File: config.mk
export PLATFORM = sky130hd
export DESIGN_NAME = rhap_remote_host_access_port
export DESIGN_NICKNAME = d
export VERILOG_FILES = /design/src/design/rhap_pkg.sv /design/src/design/rhap_remote_host_access_port.sv
export SDC_FILE = /design/constraint.sdc
export NUM_CORES = 1
export LEC_CHECK = 0
export BUFFER_PORTS_ARGS = -buffer_cell sky130_fd_sc_hd__buf_2
export CAP_MARGIN = 20
export CELL_PAD_IN_SITES_DETAIL_PLACEMENT = 0
export CELL_PAD_IN_SITES_GLOBAL_PLACEMENT = 2
export CORE_ASPECT_RATIO = 1.1
export CORE_MARGIN = 8
export CORE_UTILIZATION = 31
export CTS_CLUSTER_DIAMETER = 50
export CTS_CLUSTER_SIZE = 24
export DETAILED_ROUTE_END_ITERATION = 16
export PLACE_DENSITY_LB_ADDON = 0.1
export SYNTH_ARGS = -nofsm -noshare
export SYNTH_HDL_FRONTEND = slang
export SYNTH_SLANG_ARGS = --single-unit
File: constraint.sdc
create_clock -name ref_clk -period 2.15 [get_ports ref_clk]
set_input_delay 0.1075 -clock ref_clk [delete_from_list [all_inputs] [get_ports ref_clk]]
set_output_delay 0.1075 -clock ref_clk [all_outputs]
set_load 0.05 [all_outputs]
File: src/design/rhap_pkg.sv
// Shared constants and types for the remote host access port.
package rhap_pkg;
  localparam int DATA_W = 8;
  localparam int PC_W = 16;
  localparam int IW_W = 2;
  // Control register field positions.
  localparam int FAST_WR_BIT = 5;
  localparam int LATCH_RD_BIT = 4;
  localparam int LATCH_WR_BIT = 3;
  localparam int SS_BIT = 6;
  localparam int MS_HI = 1;
  localparam int MS_LO = 0;
  // Memory select codes.
  localparam logic [1:0] MS_DATA_MEM = 2'h0;
  localparam logic [1:0] MS_INSTR_MEM = 2'h1;
  localparam logic [1:0] MS_PC_LO = 2'h2;
  localparam logic [1:0] MS_PC_HI = 2'h3;
  // Instruction memory selected and buffered modes after reset.
  localparam logic [7:0] CTRL_RESET = 8'h01;
  // The single-step bit is write only and always reads back low.
  localparam logic [7:0] CTRL_READ_MASK = 8'hbf;
  localparam logic [7:0] PC_STEP = 8'h01;
  localparam logic [IW_W-1:0] WCNT_ZERO = 2'h0;
  localparam logic [IW_W-1:0] WCNT_STEP = 2'h1;

  typedef enum logic [2:0] {
    ST_IDLE,
    ST_PEND_DLY,
    ST_ARB,
    ST_GRANT,
    ST_ACCESS,
    ST_TERM,
    ST_WDONE,
    ST_RECOVER
  } rhap_state_t;
endpackage : rhap_pkg

File: src/design/rhap_remote_host_access_port.sv
// Remote host access port: arbitration, register and instruction memory access sequencing.
`timescale 1ns/100ps

// Functional notes
// - Memory select 01 routes to instruction memory and is the reset selection.
// - Byte tracker starts low and toggles on every instruction memory access.
// - Other targets keep the tracker; writing select 01 forces it low.
// - Reset forces the tracker to the low byte.
// - Instruction read byte driven one T-state after release rises, valid at ack.
// - Wait input stretches ack; control register returns on bus after ack.
// - Bus floats during remote writes; release held at least three T-states.
// - Instruction write strobe pulses only on the high byte write.
// - Program counter increments one T-state after release falls on high byte.
// - Buffered read keeps release until the host read strobe returns high.
// - Latched read ends without waiting for the host read strobe.
// - Processor regains buses one T-state after release falls.
// - Buffered writes drop ack, raise release, drop write timing one later.
// - Slow buffered write terminates on write strobe rising.
// - Fast buffered write terminates at ack rising, release falls one later.
// - Latched write keeps ack and starts after the write strobe trailing edge.
// - Latched write drops write pending, release rises two T-states later.
// - A new access during a pending latched write sees ack held low.
// - Release falls after write timing rises, then write pending rises.
// - Mode bits pick buffered or latched read, latched, slow or fast write.
// - Select 00 data memory, 10 counter low byte, 11 counter high byte.
// - Command select high addresses the control register itself.
module rhap_remote_host_access_port
  import rhap_pkg::*;
#(
  parameter int DW = rhap_pkg::DATA_W
)
(
  input wire logic ref_clk,
  input wire logic rst,
  input wire logic access_enable_n,
  input wire logic remote_read_strobe_n,
  input wire logic remote_write_strobe_n,
  input wire logic cmd_sel,
  input wire logic wait_n,
  input wire logic local_bus_req,
  input wire logic [rhap_pkg::IW_W-1:0] instr_wait_states,
  input wire logic [DW-1:0] ad_in,
  input wire logic [2*DW-1:0] instr_rdata,
  output logic [DW-1:0] ad_out,
  output logic ad_oe,
  output logic transfer_ack,
  output logic local_release,
  output logic int_read_n,
  output logic int_write_n,
  output logic write_pending_n,
  output logic instr_write_strobe_n,
  output logic [2*DW-1:0] instr_wdata,
  output logic [rhap_pkg::PC_W-1:0] instr_addr,
  output logic [DW-1:0] remote_interface_control
);
  import rhap_pkg::*;

  rhap_state_t state_r;
  rhap_state_t state_nxt;
  logic [DW-1:0] ctrl_r;
  logic [PC_W-1:0] pc_r;
  logic [DW-1:0] ilat_r;
  logic [2*DW-1:0] iwdata_r;
  logic istrb_n_r;
  logic hi_byte_r;
  logic is_wr_r;
  logic cmd_r;
  logic latch_acc_r;
  logic latch_req_r;
  logic hold_r;
  logic pc_inc_r;
  logic [IW_W-1:0] wcnt_r;
  logic [DW-1:0] ad_r;
  logic ad_oe_r;

  // Mode decode straight from the control register.
  wire [1:0] memory_select = ctrl_r[MS_HI:MS_LO];
  wire latched_read_sel = ctrl_r[LATCH_RD_BIT];
  wire latched_write_sel = ctrl_r[LATCH_WR_BIT];
  wire fast_buffered_write_sel = ctrl_r[FAST_WR_BIT];
  wire slow_wr = !latched_write_sel && !fast_buffered_write_sel;

  wire rd_req = !access_enable_n && !remote_read_strobe_n && !hold_r;
  wire wr_req = !access_enable_n && !remote_write_strobe_n && !hold_r;
  wire req_any = rd_req || wr_req;
  // Latched writes never start on the falling strobe, only on its trailing edge.
  wire start_buf = rd_req || (wr_req && !latched_write_sel);
  wire latch_start = latch_req_r && remote_write_strobe_n;
  wire tgt_instr = !cmd_r && memory_select == MS_INSTR_MEM;
  wire tgt_data = !cmd_r && memory_select == MS_DATA_MEM;
  wire acc_done = state_r == ST_ACCESS && wcnt_r == WCNT_ZERO && wait_n;
  wire slow_mode = slow_wr && !latch_acc_r;
  wire rd_commit = acc_done && !is_wr_r;
  wire wr_commit = is_wr_r && ((acc_done && !slow_mode)
                   || (state_r == ST_TERM && slow_mode && remote_write_strobe_n));
  wire commit = rd_commit || wr_commit;
  wire release_nxt = state_nxt == ST_GRANT || state_nxt == ST_ACCESS
                     || state_nxt == ST_TERM || state_nxt == ST_WDONE;
  wire [DW-1:0] ctrl_view = ctrl_r & CTRL_READ_MASK;
  wire [DW-1:0] instr_byte = hi_byte_r ? instr_rdata[2*DW-1:DW] : instr_rdata[DW-1:0];
  wire [DW-1:0] pc_byte = memory_select[0] ? pc_r[PC_W-1:DW] : pc_r[DW-1:0];
  // The byte is kept through the first termination cycle, so it still stands when the host
  // samples it on the edge that raises ack.
  wire show_byte = (state_nxt == ST_ACCESS || state_r == ST_ACCESS) && !is_wr_r && !cmd_r
                   && memory_select != MS_DATA_MEM;
  wire [DW-1:0] ad_nxt = !show_byte ? ctrl_view
                        : (memory_select == MS_INSTR_MEM ? instr_byte : pc_byte);
  // The bus is let go for every remote write and for data memory reads.
  wire ad_oe_nxt = !(release_nxt && (is_wr_r || tgt_data));
  wire in_term = state_r == ST_TERM || state_r == ST_WDONE || state_r == ST_RECOVER;

  always_comb
  begin
    state_nxt = state_r;
    case (state_r)
      ST_IDLE:
      begin
        if (latch_start)
          state_nxt = ST_PEND_DLY;
        else if (start_buf)
          state_nxt = ST_ARB;
      end
      ST_PEND_DLY: state_nxt = ST_ARB;
      ST_ARB:
      begin
        if (!local_bus_req)
          state_nxt = ST_GRANT;
      end
      ST_GRANT: state_nxt = ST_ACCESS;
      ST_ACCESS:
      begin
        if (acc_done)
          state_nxt = ST_TERM;
      end
      ST_TERM:
      begin
        if (!is_wr_r && !latched_read_sel && !remote_read_strobe_n)
          state_nxt = ST_TERM;
        else if (is_wr_r && slow_mode)
          state_nxt = remote_write_strobe_n ? ST_WDONE : ST_TERM;
        else
          state_nxt = ST_RECOVER;
      end
      ST_WDONE: state_nxt = ST_RECOVER;
      ST_RECOVER: state_nxt = ST_IDLE;
      default: state_nxt = ST_IDLE;
    endcase
  end

  always_ff @(posedge ref_clk)
  begin
    if (rst)
    begin
      state_r <= ST_IDLE;
      is_wr_r <= 1'b0;
      cmd_r <= 1'b0;
      latch_acc_r <= 1'b0;
      latch_req_r <= 1'b0;
      hold_r <= 1'b0;
      wcnt_r <= WCNT_ZERO;
    end
    else
    begin
      state_r <= state_nxt;
      if (state_r == ST_IDLE && wr_req && latched_write_sel && !latch_req_r)
      begin
        latch_req_r <= 1'b1;
        cmd_r <= cmd_sel;
      end
      else if (state_r == ST_IDLE && latch_start)
      begin
        latch_req_r <= 1'b0;
        latch_acc_r <= 1'b1;
        is_wr_r <= 1'b1;
      end
      else if (state_r == ST_IDLE && start_buf)
      begin
        cmd_r <= cmd_sel;
        is_wr_r <= !rd_req;
      end
      if (state_r == ST_RECOVER)
        latch_acc_r <= 1'b0;
      // Latched reads finish early, so a still-low strobe must not restart them.
      if (state_r == ST_TERM && !latch_acc_r)
        hold_r <= 1'b1;
      else if (remote_read_strobe_n && remote_write_strobe_n)
        hold_r <= 1'b0;
      if (state_r == ST_GRANT)
        wcnt_r <= tgt_instr ? instr_wait_states : WCNT_ZERO;
      else if (state_r == ST_ACCESS && wcnt_r != WCNT_ZERO)
        wcnt_r <= wcnt_r - WCNT_STEP;
    end
  end

  always_ff @(posedge ref_clk)
  begin
    if (rst)
      ctrl_r <= CTRL_RESET;
    else if (wr_commit && cmd_r)
      ctrl_r <= ad_in;
  end

  always_ff @(posedge ref_clk)
  begin
    if (rst)
      hi_byte_r <= 1'b0;
    else if (wr_commit && cmd_r && ad_in[MS_HI:MS_LO] == MS_INSTR_MEM)
      hi_byte_r <= 1'b0;
    else if (commit && tgt_instr)
      hi_byte_r <= !hi_byte_r;
  end

  always_ff @(posedge ref_clk)
  begin
    if (rst)
    begin
      pc_r <= '0;
      ilat_r <= '0;
      iwdata_r <= '0;
      istrb_n_r <= 1'b1;
      pc_inc_r <= 1'b0;
    end
    else
    begin
      istrb_n_r <= !(wr_commit && tgt_instr && hi_byte_r);
      if (wr_commit && tgt_instr && !hi_byte_r)
        ilat_r <= ad_in;
      if (wr_commit && tgt_instr && hi_byte_r)
        iwdata_r <= {ad_in, ilat_r};
      if (commit && tgt_instr && hi_byte_r)
        pc_inc_r <= 1'b1;
      else if (state_r == ST_RECOVER)
        pc_inc_r <= 1'b0;
      if (state_r == ST_RECOVER && pc_inc_r)
        pc_r <= pc_r + PC_W'(PC_STEP);
      else if (wr_commit && !cmd_r && memory_select == MS_PC_LO)
        pc_r[DW-1:0] <= ad_in;
      else if (wr_commit && !cmd_r && memory_select == MS_PC_HI)
        pc_r[PC_W-1:DW] <= ad_in;
    end
  end

  always_ff @(posedge ref_clk)
  begin
    if (rst)
    begin
      ad_r <= CTRL_RESET & CTRL_READ_MASK;
      ad_oe_r <= 1'b1;
    end
    else
    begin
      ad_r <= ad_nxt;
      ad_oe_r <= ad_oe_nxt;
    end
  end

  assign ad_out = ad_r;
  assign ad_oe = ad_oe_r;
  assign local_release = state_r == ST_GRANT || state_r == ST_ACCESS
                         || state_r == ST_TERM || state_r == ST_WDONE;
  // During a pending latched write any new attempt is stalled by ack.
  assign transfer_ack = (state_r == ST_IDLE) ? !start_buf
                        : (latch_acc_r ? !req_any : in_term);
  assign int_read_n = !(state_r == ST_ACCESS && !is_wr_r);
  assign int_write_n = !(is_wr_r && (state_r == ST_ACCESS
                         || (state_r == ST_TERM && slow_mode)));
  assign write_pending_n = !latch_acc_r;
  assign instr_write_strobe_n = istrb_n_r;
  assign instr_wdata = iwdata_r;
  assign instr_addr = pc_r;
  assign remote_interface_control = ctrl_view;
endmodule : rhap_remote_host_access_port

==> summary.md, run 1 <==
| Metric | Value |
|---|---|
| Status | finished clean |
| R2R depth | 5 |
| IO Pins | 89 |
| Largest net degree at the start of global routing | 25 |
| Max-cap violation count | 0 |
| Fin Clk Skew | 8.40 ps |
| Root buffer cell | clkbuf_16 |
| Kind of critical path | reg -> reg |
| Initial Util | 31.6% |
| Critical Path Sink Type | register |
| Clock sinks | 69 |
| Sequential power share | 37.7% |
| DRT iter0 DRCs | 190 |
| Power Density | 778 nW/um^2 |
| Share of cells above drive strength 1 | 29.2% |
| Largest area contributor in the netlist | dfxtp_1 |
| Hold Path Stages | 3 |
| Antenna-violating nets left | 0 |
| Setup_tns | 0 ps |
| Sw Share | 28.5% |
| Syn Inst Count | 428 |
| CTS Buffer Depth | 2 |
| Int Pwr | 0.00260 W |
| Die W | 119 um |
| DP Area | 4320 um^2 |
| Post-Syn Nets | 464 |
| Tightest Hold Check Type | in -> reg |
| Clock Power Share | 44.5% |
| Count of final hold-check violations | 0 |
| Synthesis-to-layout area growth | 29.7% |
| Die area | 15400 um^2 |
| DRC | 0 |
| Placed Instances | 668 |
| Critical path arrival | 2200 ps |
| Worst r2r src | state_r[2]$_SDFF_PP0_ |
| Netlist cell types | 63 |
| Worst setup SP type | register |
| Design Power | 0.00364 W |
| Vias in the first global route | 3546 |
| Nets@finish | 567 |
| # fillers | 1203 |
| Hold endpoint | wcnt_r[1]$_SDFFE_PP0P_ |
| Via Count | 3468 |
| CTS tree | done |
| Initial antenna violation count | 0 |
| NetSw | 0.00104 W |
| HP Start | instr_wait_states[1] |
| Flop-to-flop setup slack | 170 ps |
| CP max FO | 17 |
| # setup viols final | 0 |
| Leakage Power | 2.11 nW |
| RSZ-0062 raised after global routing | false |
| Design Area, Final | 4690 um^2 |
| Worst-path clk slew | 60 ps |
| Cell Count, Final, Fillers Out | 685 |
| Slew headroom | 66.7% |
| Max Clk Rate | 0.505 GHz |
| PortBufs | 87 |
| Post-synth top area share | 38.2% |
| Avg Inst Size Synth | 8.44 um^2 |
| Asr flop ratio synth | 0% |
| Clock Latency Late Sink | 330 ps |
| Core area | 11400 um^2 |
| Synth Cell Area | 3610 um^2 |
| Global route overflow | 0 |
| Post-synth EDFFs | 0 |
| Yosys Warn Count | 0 |
| Post-synthesis sequential area ratio | 38.2% |
| N_diodes | 0 |
| Least-Margin Pin Slew | 496 ps |
| Util after Layout | 41.0% |
| Maximum VDD drop | 0.303 mV |
| Final Cycle Share | 92.1% |
| Total CTS buffers | 9 |
| Combinational power share | 17.8% |
| Routability congestion estimate | 0.823 |
| Flops & latches, synth | 69 |
| Routed wire per std cell | 17.7 um |
| Primary FF master, synth | dfxtp_1 |
| Vias per cell | 5.06 |
| Num rows | 41 |
| Worst reg2reg endpoint | instr_write_strobe_n$_SDFF_PP1_ |
| DP HPWL | 9130 um |
| Minimum clock period | 1980 ps |
| First-pass GRT wire length | 19500 um |
| Cells taking the most area after synthesis | dfxtp_1, mux2i_1, nor2_1, nand2_1, a21oi_1 |
| Count of pins over their slew limit | 0 |
| GRT Total Usage | 16.1% |
| DIE HEIGHT | 129 um |
| DRT Wirelength | 12100 um |
| DR pass1 iterations | 5 |
| CTS H-tree depth | 3 |
| Worst Path Required | 2370 ps |
-- repair_timing --
action,CTS,global route
pin swaps,1,1
buffers inserted,0,2
hold buffers,0,0
setup endpoints to repair,1,11
hold endpoints to repair,0,0
gates resized for setup,1,4
gates cloned,0,0
-- how the worst max path moves through the flow --
stage,from,to
5_1_grt,state_r[2]$_SDFF_PP0_,instr_addr[10]$_SDFFE_PP0P_
4_1_cts,state_r[1]$_SDFF_PP0_,transfer_ack
3_5_place_dp,state_r[2]$_SDFF_PP0_,instr_addr[13]$_SDFFE_PP0P_
3_3_place_gp,ctrl_r[5]$_SDFFE_PP0P_,instr_addr[13]$_SDFFE_PP0P_
2_1_floorplan,ctrl_r[5]$_SDFFE_PP0P_,instr_write_strobe_n$_SDFF_PP1_
6_report,state_r[2]$_SDFF_PP0_,instr_write_strobe_n$_SDFF_PP1_
-- through the flow --
| step | hold WS (ps) | worst slack (ps) |
|---|---|---|
| after global placement | 354 | 148 |
| final | 17.5 | 169 |
| after floorplan | 214 | 72.2 |
| after global routing | 32.2 | 8.70 |
| after CTS | 9.95 | 8.34 |
| after detailed placement | 357 | 101 |
-- cell usage after synthesis, types with 2 or more instances --
| master | number |
|---|---|
| buf_4 | 2 |
| nand3b_1 | 2 |
| and2_1 | 2 |
| buf_6 | 4 |
| o21ai_0 | 16 |
| a311oi_1 | 2 |
| o211ai_1 | 4 |
| nor4_2 | 2 |
| clkbuf_1 | 18 |
| nor2b_1 | 6 |
| and3_1 | 2 |
| and3b_1 | 2 |
| a21oi_1 | 19 |
| nand2_1 | 36 |
| xor2_1 | 2 |
| inv_1 | 15 |
| nor3_1 | 9 |
| a221oi_1 | 2 |
| a211o_1 | 2 |
| nor4_1 | 3 |
| mux2i_1 | 52 |
| buf_2 | 3 |
| nand2b_1 | 6 |
| a31oi_1 | 13 |
| xnor2_1 | 4 |
| or3_1 | 4 |
| nor3b_1 | 2 |
| dfxtp_1 | 69 |
| a211oi_1 | 8 |
| nand3_1 | 19 |
| ha_1 | 2 |
| nand4_1 | 6 |
| nor2_1 | 60 |
-- cell type report --
| type | count | area [um^2] | share of cell area, % |
|---|---|---|---|
| well taps | 150 | 188 | 4.00 |
| flip-flops and latches | 69 | 1380 | 29.5 |
| clock buffers | 10 | 239 | 5.10 |
| clock inverters | 5 | 83.8 | 1.79 |
| inverters | 15 | 56.3 | 1.20 |
| repair buffers | 120 | 683 | 14.6 |
| multi-input cells | 316 | 2050 | 43.8 |
-- cells by family (layout without fill, tap and decap cells) --
| kind of cell | count (synthesis) | count (layout) | synth area share [%] |
|---|---|---|---|
| simple gates | 173 | 173 | 24.0 |
| compound gates | 81 | 81 | 15.2 |
| flops | 69 | 69 | 38.2 |
| mux | 53 | 53 | 14.7 |
| buf+inv | 43 | 150 | 5.61 |
| xor+xnor | 6 | 6 | 1.45 |
| fa+ha+maj | 2 | 2 | 0.692 |
| other cells | 1 | 1 | 0.104 |
-- power by group through the flow --
stage               Combinational, W  Sequential (W)  Clock [W]
floorplan                   0.000384         0.00142          0
global placement            0.000604         0.00140          0
detailed placement          0.000603         0.00140          0
CTS                         0.000615         0.00137    0.00165
global route                0.000710         0.00138    0.00170
finish                      0.000648         0.00137    0.00162
-- routing by layer --
layer  up-vias  share of wire [%]  routed length, um  global-route usage (%)
met5         -                  0                  0                       0
met3         7                5.3                640                    4.65
met2        74                 47               5690                    25.9
met1      1648                 47               5690                    20.5
met4         0               0.99                120                    4.91
li1       1739                  -                  -                       -
-- worst max-delay path, stage by stage, from the launching register on --
cell and delay, ps:
dfxtp_1 490, nor3b_2 270, nand4_1 260, a211o_1 360, buf_4 230, or2_1 250
-- layout by cell type, fill, tap and decap left out, types with 4 or more instances in the layout --
master,count
dfxtp_1,67
or3_1,4
nand2b_1,6
nor2_1,59
buf_4,33
mux2i_1,52
nand2_1,36
o21ai_0,16
nor2b_1,6
buf_2,87
o211ai_1,4
xnor2_1,4
nand3_1,19
a31oi_1,13
a211oi_1,8
a21oi_1,19
nand4_1,6
inv_1,15
nor3_1,9
clkbuf_16,9
-- flip-flops by register name, indices dropped and copies added (netlist names), 2 cells and up --
name,cells
ilat_r,8
state_r,3
ctrl_r,7
wcnt_r,2
instr_wdata,16
instr_addr,16
ad_out,8
Power figures use the tool's default switching activity.
==> run 2, diff against run 1 <==
--- a/config.mk
+++ b/config.mk
@@ -12,10 +12,11 @@
 export CORE_ASPECT_RATIO = 1.1
 export CORE_MARGIN = 8
 export CORE_UTILIZATION = 31
-export CTS_CLUSTER_DIAMETER = 50
+export CTS_CLUSTER_DIAMETER = 40
 export CTS_CLUSTER_SIZE = 24
 export DETAILED_ROUTE_END_ITERATION = 16
 export PLACE_DENSITY_LB_ADDON = 0.1
+export REMOVE_ABC_BUFFERS = 1
 export SYNTH_ARGS = -nofsm -noshare
 export SYNTH_HDL_FRONTEND = slang
 export SYNTH_SLANG_ARGS = --single-unit
==> run 2 against run 1 <==
  * Wire length decreased by 2.4%
  * Total power is 0.35% lower
  * Flip-flop and latch count did not move
  * Utilization is 0.11 points lower
  * Final area is 0.27% lower
  * Highest routed layer unchanged
  * Hold slack worse by 12 ps
  * Register-to-register slack about the same
==> summary.md, run 2 (same netlist as run 1, synthesis figures left out) <==
| Metric | Value |
|---|---|
| Die W | 119 um (unchanged) |
| DRC | 0 (unchanged) |
| Vias in the first global route | 3447 (-2.8%) |
| Antenna-violating nets left | 0 (unchanged) |
| # setup viols final | 0 (unchanged) |
| Final Cycle Share | 92.3% (+0.19 points) |
| Share of cells above drive strength 1 | 28.5% (-0.69 points) |
| Setup repair bufs after CTS | 0 (unchanged) |
| Kind of critical path | reg -> reg |
| DRT Wirelength | 11900 um (-2.4%) |
| Num rows | 41 (unchanged) |
| CTS tree | done |
| Clock sinks | 69 (unchanged) |
| Sw Share | 28.9% (+0.32 points) |
| Minimum clock period | 1990 ps (+4.06 ps) |
| Hold-fix buffers at CTS | 0 (unchanged) |
| NetSw | 0.00105 W (+0.79%) |
| Vias per cell | 4.98 (-1.6%) |
| Largest net degree at the start of global routing | 38 (+52%) |
| Max-cap violation count | 0 (unchanged) |
| Critical path arrival | 2180 ps (-20 ps) |
| CTS Buffer Depth | 2 (unchanged) |
| Synthesis-to-layout area growth | 29.4% |
| First-pass GRT wire length | 18500 um (-5.0%) |
| Critical Path Sink Type | register |
| Dpl ws | 147 ps (+45.8 ps) |
| GRT Total Usage | 15.4% (-0.76 points) |
| Tightest Hold Check Type | in -> reg |
| Worst setup SP type | register |
| Via Count | 3406 (-1.8%) |
| IO Pins | 89 (unchanged) |
| Root buffer cell | clkbuf_16 |
| Leakage Power | 2.10 nW (about the same) |
| Global route overflow | 0 (unchanged) |
| Die area | 15400 um^2 (unchanged) |
| Status | finished clean |
| CTS H-tree depth | 3 (unchanged) |
| Power Density | 777 nW/um^2 (about the same) |
| Nets@finish | 565 (-0.35%) |
| Total CTS buffers | 9 (unchanged) |
| N_diodes | 0 (unchanged) |
| Int Pwr | 0.00258 W (-0.80%) |
| Count of final hold-check violations | 0 (unchanged) |
| Count of pins over their slew limit | 0 (unchanged) |
| Initial antenna violation count | 0 (unchanged) |
| Leading cell type in the layout, fill and taps excluded | buf_2 |
| Least-Margin Pin Slew | 756 ps (+260 ps) |
| Max Clk Rate | 0.504 GHz (-0.20%) |
| Flop-to-flop setup slack | 160 ps (about the same) |
| Fin Clk Skew | 6.56 ps (-1.84 ps) |
| Combinational power share | 17.0% (-0.8 points) |
| Sequential power share | 37.3% (-0.4 points) |
| Final WS setup | 165 ps (-4.07 ps) |
| Worst Path Required | 2340 ps (-30 ps) |
| Setup_tns | 0 ps (unchanged) |
| Maximum VDD drop | 0.341 mV (+13%) |
| DRT iter0 DRCs | 153 (-19%) |
| DIE HEIGHT | 129 um (unchanged) |
| DP HPWL | 8610 um (-5.7%) |
| DR pass1 iterations | 4 (-1) |
| Clock Power Share | 45.7% (+1.2 points) |
| RSZ-0062 raised after global routing | false |
| Commonest cells after routing, fill and taps aside | buf_2, dfxtp_1, nor2_1 |
| PortBufs | 87 (unchanged) |
| Core area | 11400 um^2 (unchanged) |
| Initial Util | 31.6% (unchanged) |
| Routability congestion estimate | 0.785 (-4.6%) |
| Worst-path clk slew | 60 ps (about the same) |
| Slew headroom | 49.6% (-17 points) |
| CP max FO | 8 (-9) |
| Routed wire per std cell | 17.3 um (-2.3%) |
| Clock Latency Late Sink | 340 ps (about the same) |
| Post-CTS Resized | 0 (-1) |
==> run 2: cell count changes in the layout (fill, tap and decap cells not counted), moves of 2 or more <==
cell / delta
clkinv_4: +2
buf_4: -3
dfxtp_2: -2
dfxtp_1: +2
==> run 2: layout make-up <==
type                       count  area, um^2
fill                        1224        6770
multi-input combinational    316        2040
sequential                    69        1380
timing repair buffer         118         681
clock buffer                  10         239
tap                          150         188
clock inverter                 6        93.8
inverter                      15        56.3
==> run 2: routing by layer <==
| metal | GRT usage, % | share of wire [%] |
|---|---|---|
| met5 | 0 | 0 |
| met4 | 4.99 | 1.3 |
| met3 | 3.74 | 4.6 |
| met2 | 25.9 | 48 |
| met1 | 18.9 | 47 |
==> run 2: metrics by stage <==
stage	hold WS, ps	cells	utilization [%]	instance area [um^2]	power, W
floorplan	177	400	-	3470	0.00176
global placement	342	668	37.9	4340	0.00201
detailed placement	354	668	37.9	4340	0.00200
CTS	1.30	684	40.8	4670	0.00367
global route	8.17	684	40.9	4670	0.00379
finish	5.63	684	40.9	4670	0.00363
==> run 2: worst max-delay path, cell delays in order (launching register included) <==
cell and delay (ps):
dfxtp_1 360, or3_4 410, nor2_1 360, o21ai_2 250
a311oi_1 360, a21oi_1 100
==> run 2: final timing paths <==
kind	startpoint	end	cells after the start
hold reg to reg	instr_wdata[0]$_SDFFE_PP0P_	instr_wdata[0]$_SDFFE_PP0P_	2
setup reg to reg	ctrl_r[5]$_SDFFE_PP0P_	instr_addr[6]$_SDFFE_PP0P_	5
hold / removal	cmd_sel	cmd_r$_SDFFE_PP0P_	3
setup / recovery	ctrl_r[5]$_SDFFE_PP0P_	instr_addr[6]$_SDFFE_PP0P_	5
==> run 2: power by group through the flow <==
stage / combinational (W) / clock (W) / sequential [W]
CTS: 0.000623 / 0.00169 / 0.00136
global route: 0.000679 / 0.00175 / 0.00136
floorplan: 0.000296 / 0 / 0.00146
detailed placement: 0.000621 / 0 / 0.00138
finish: 0.000616 / 0.00166 / 0.00135
global placement: 0.000626 / 0 / 0.00138
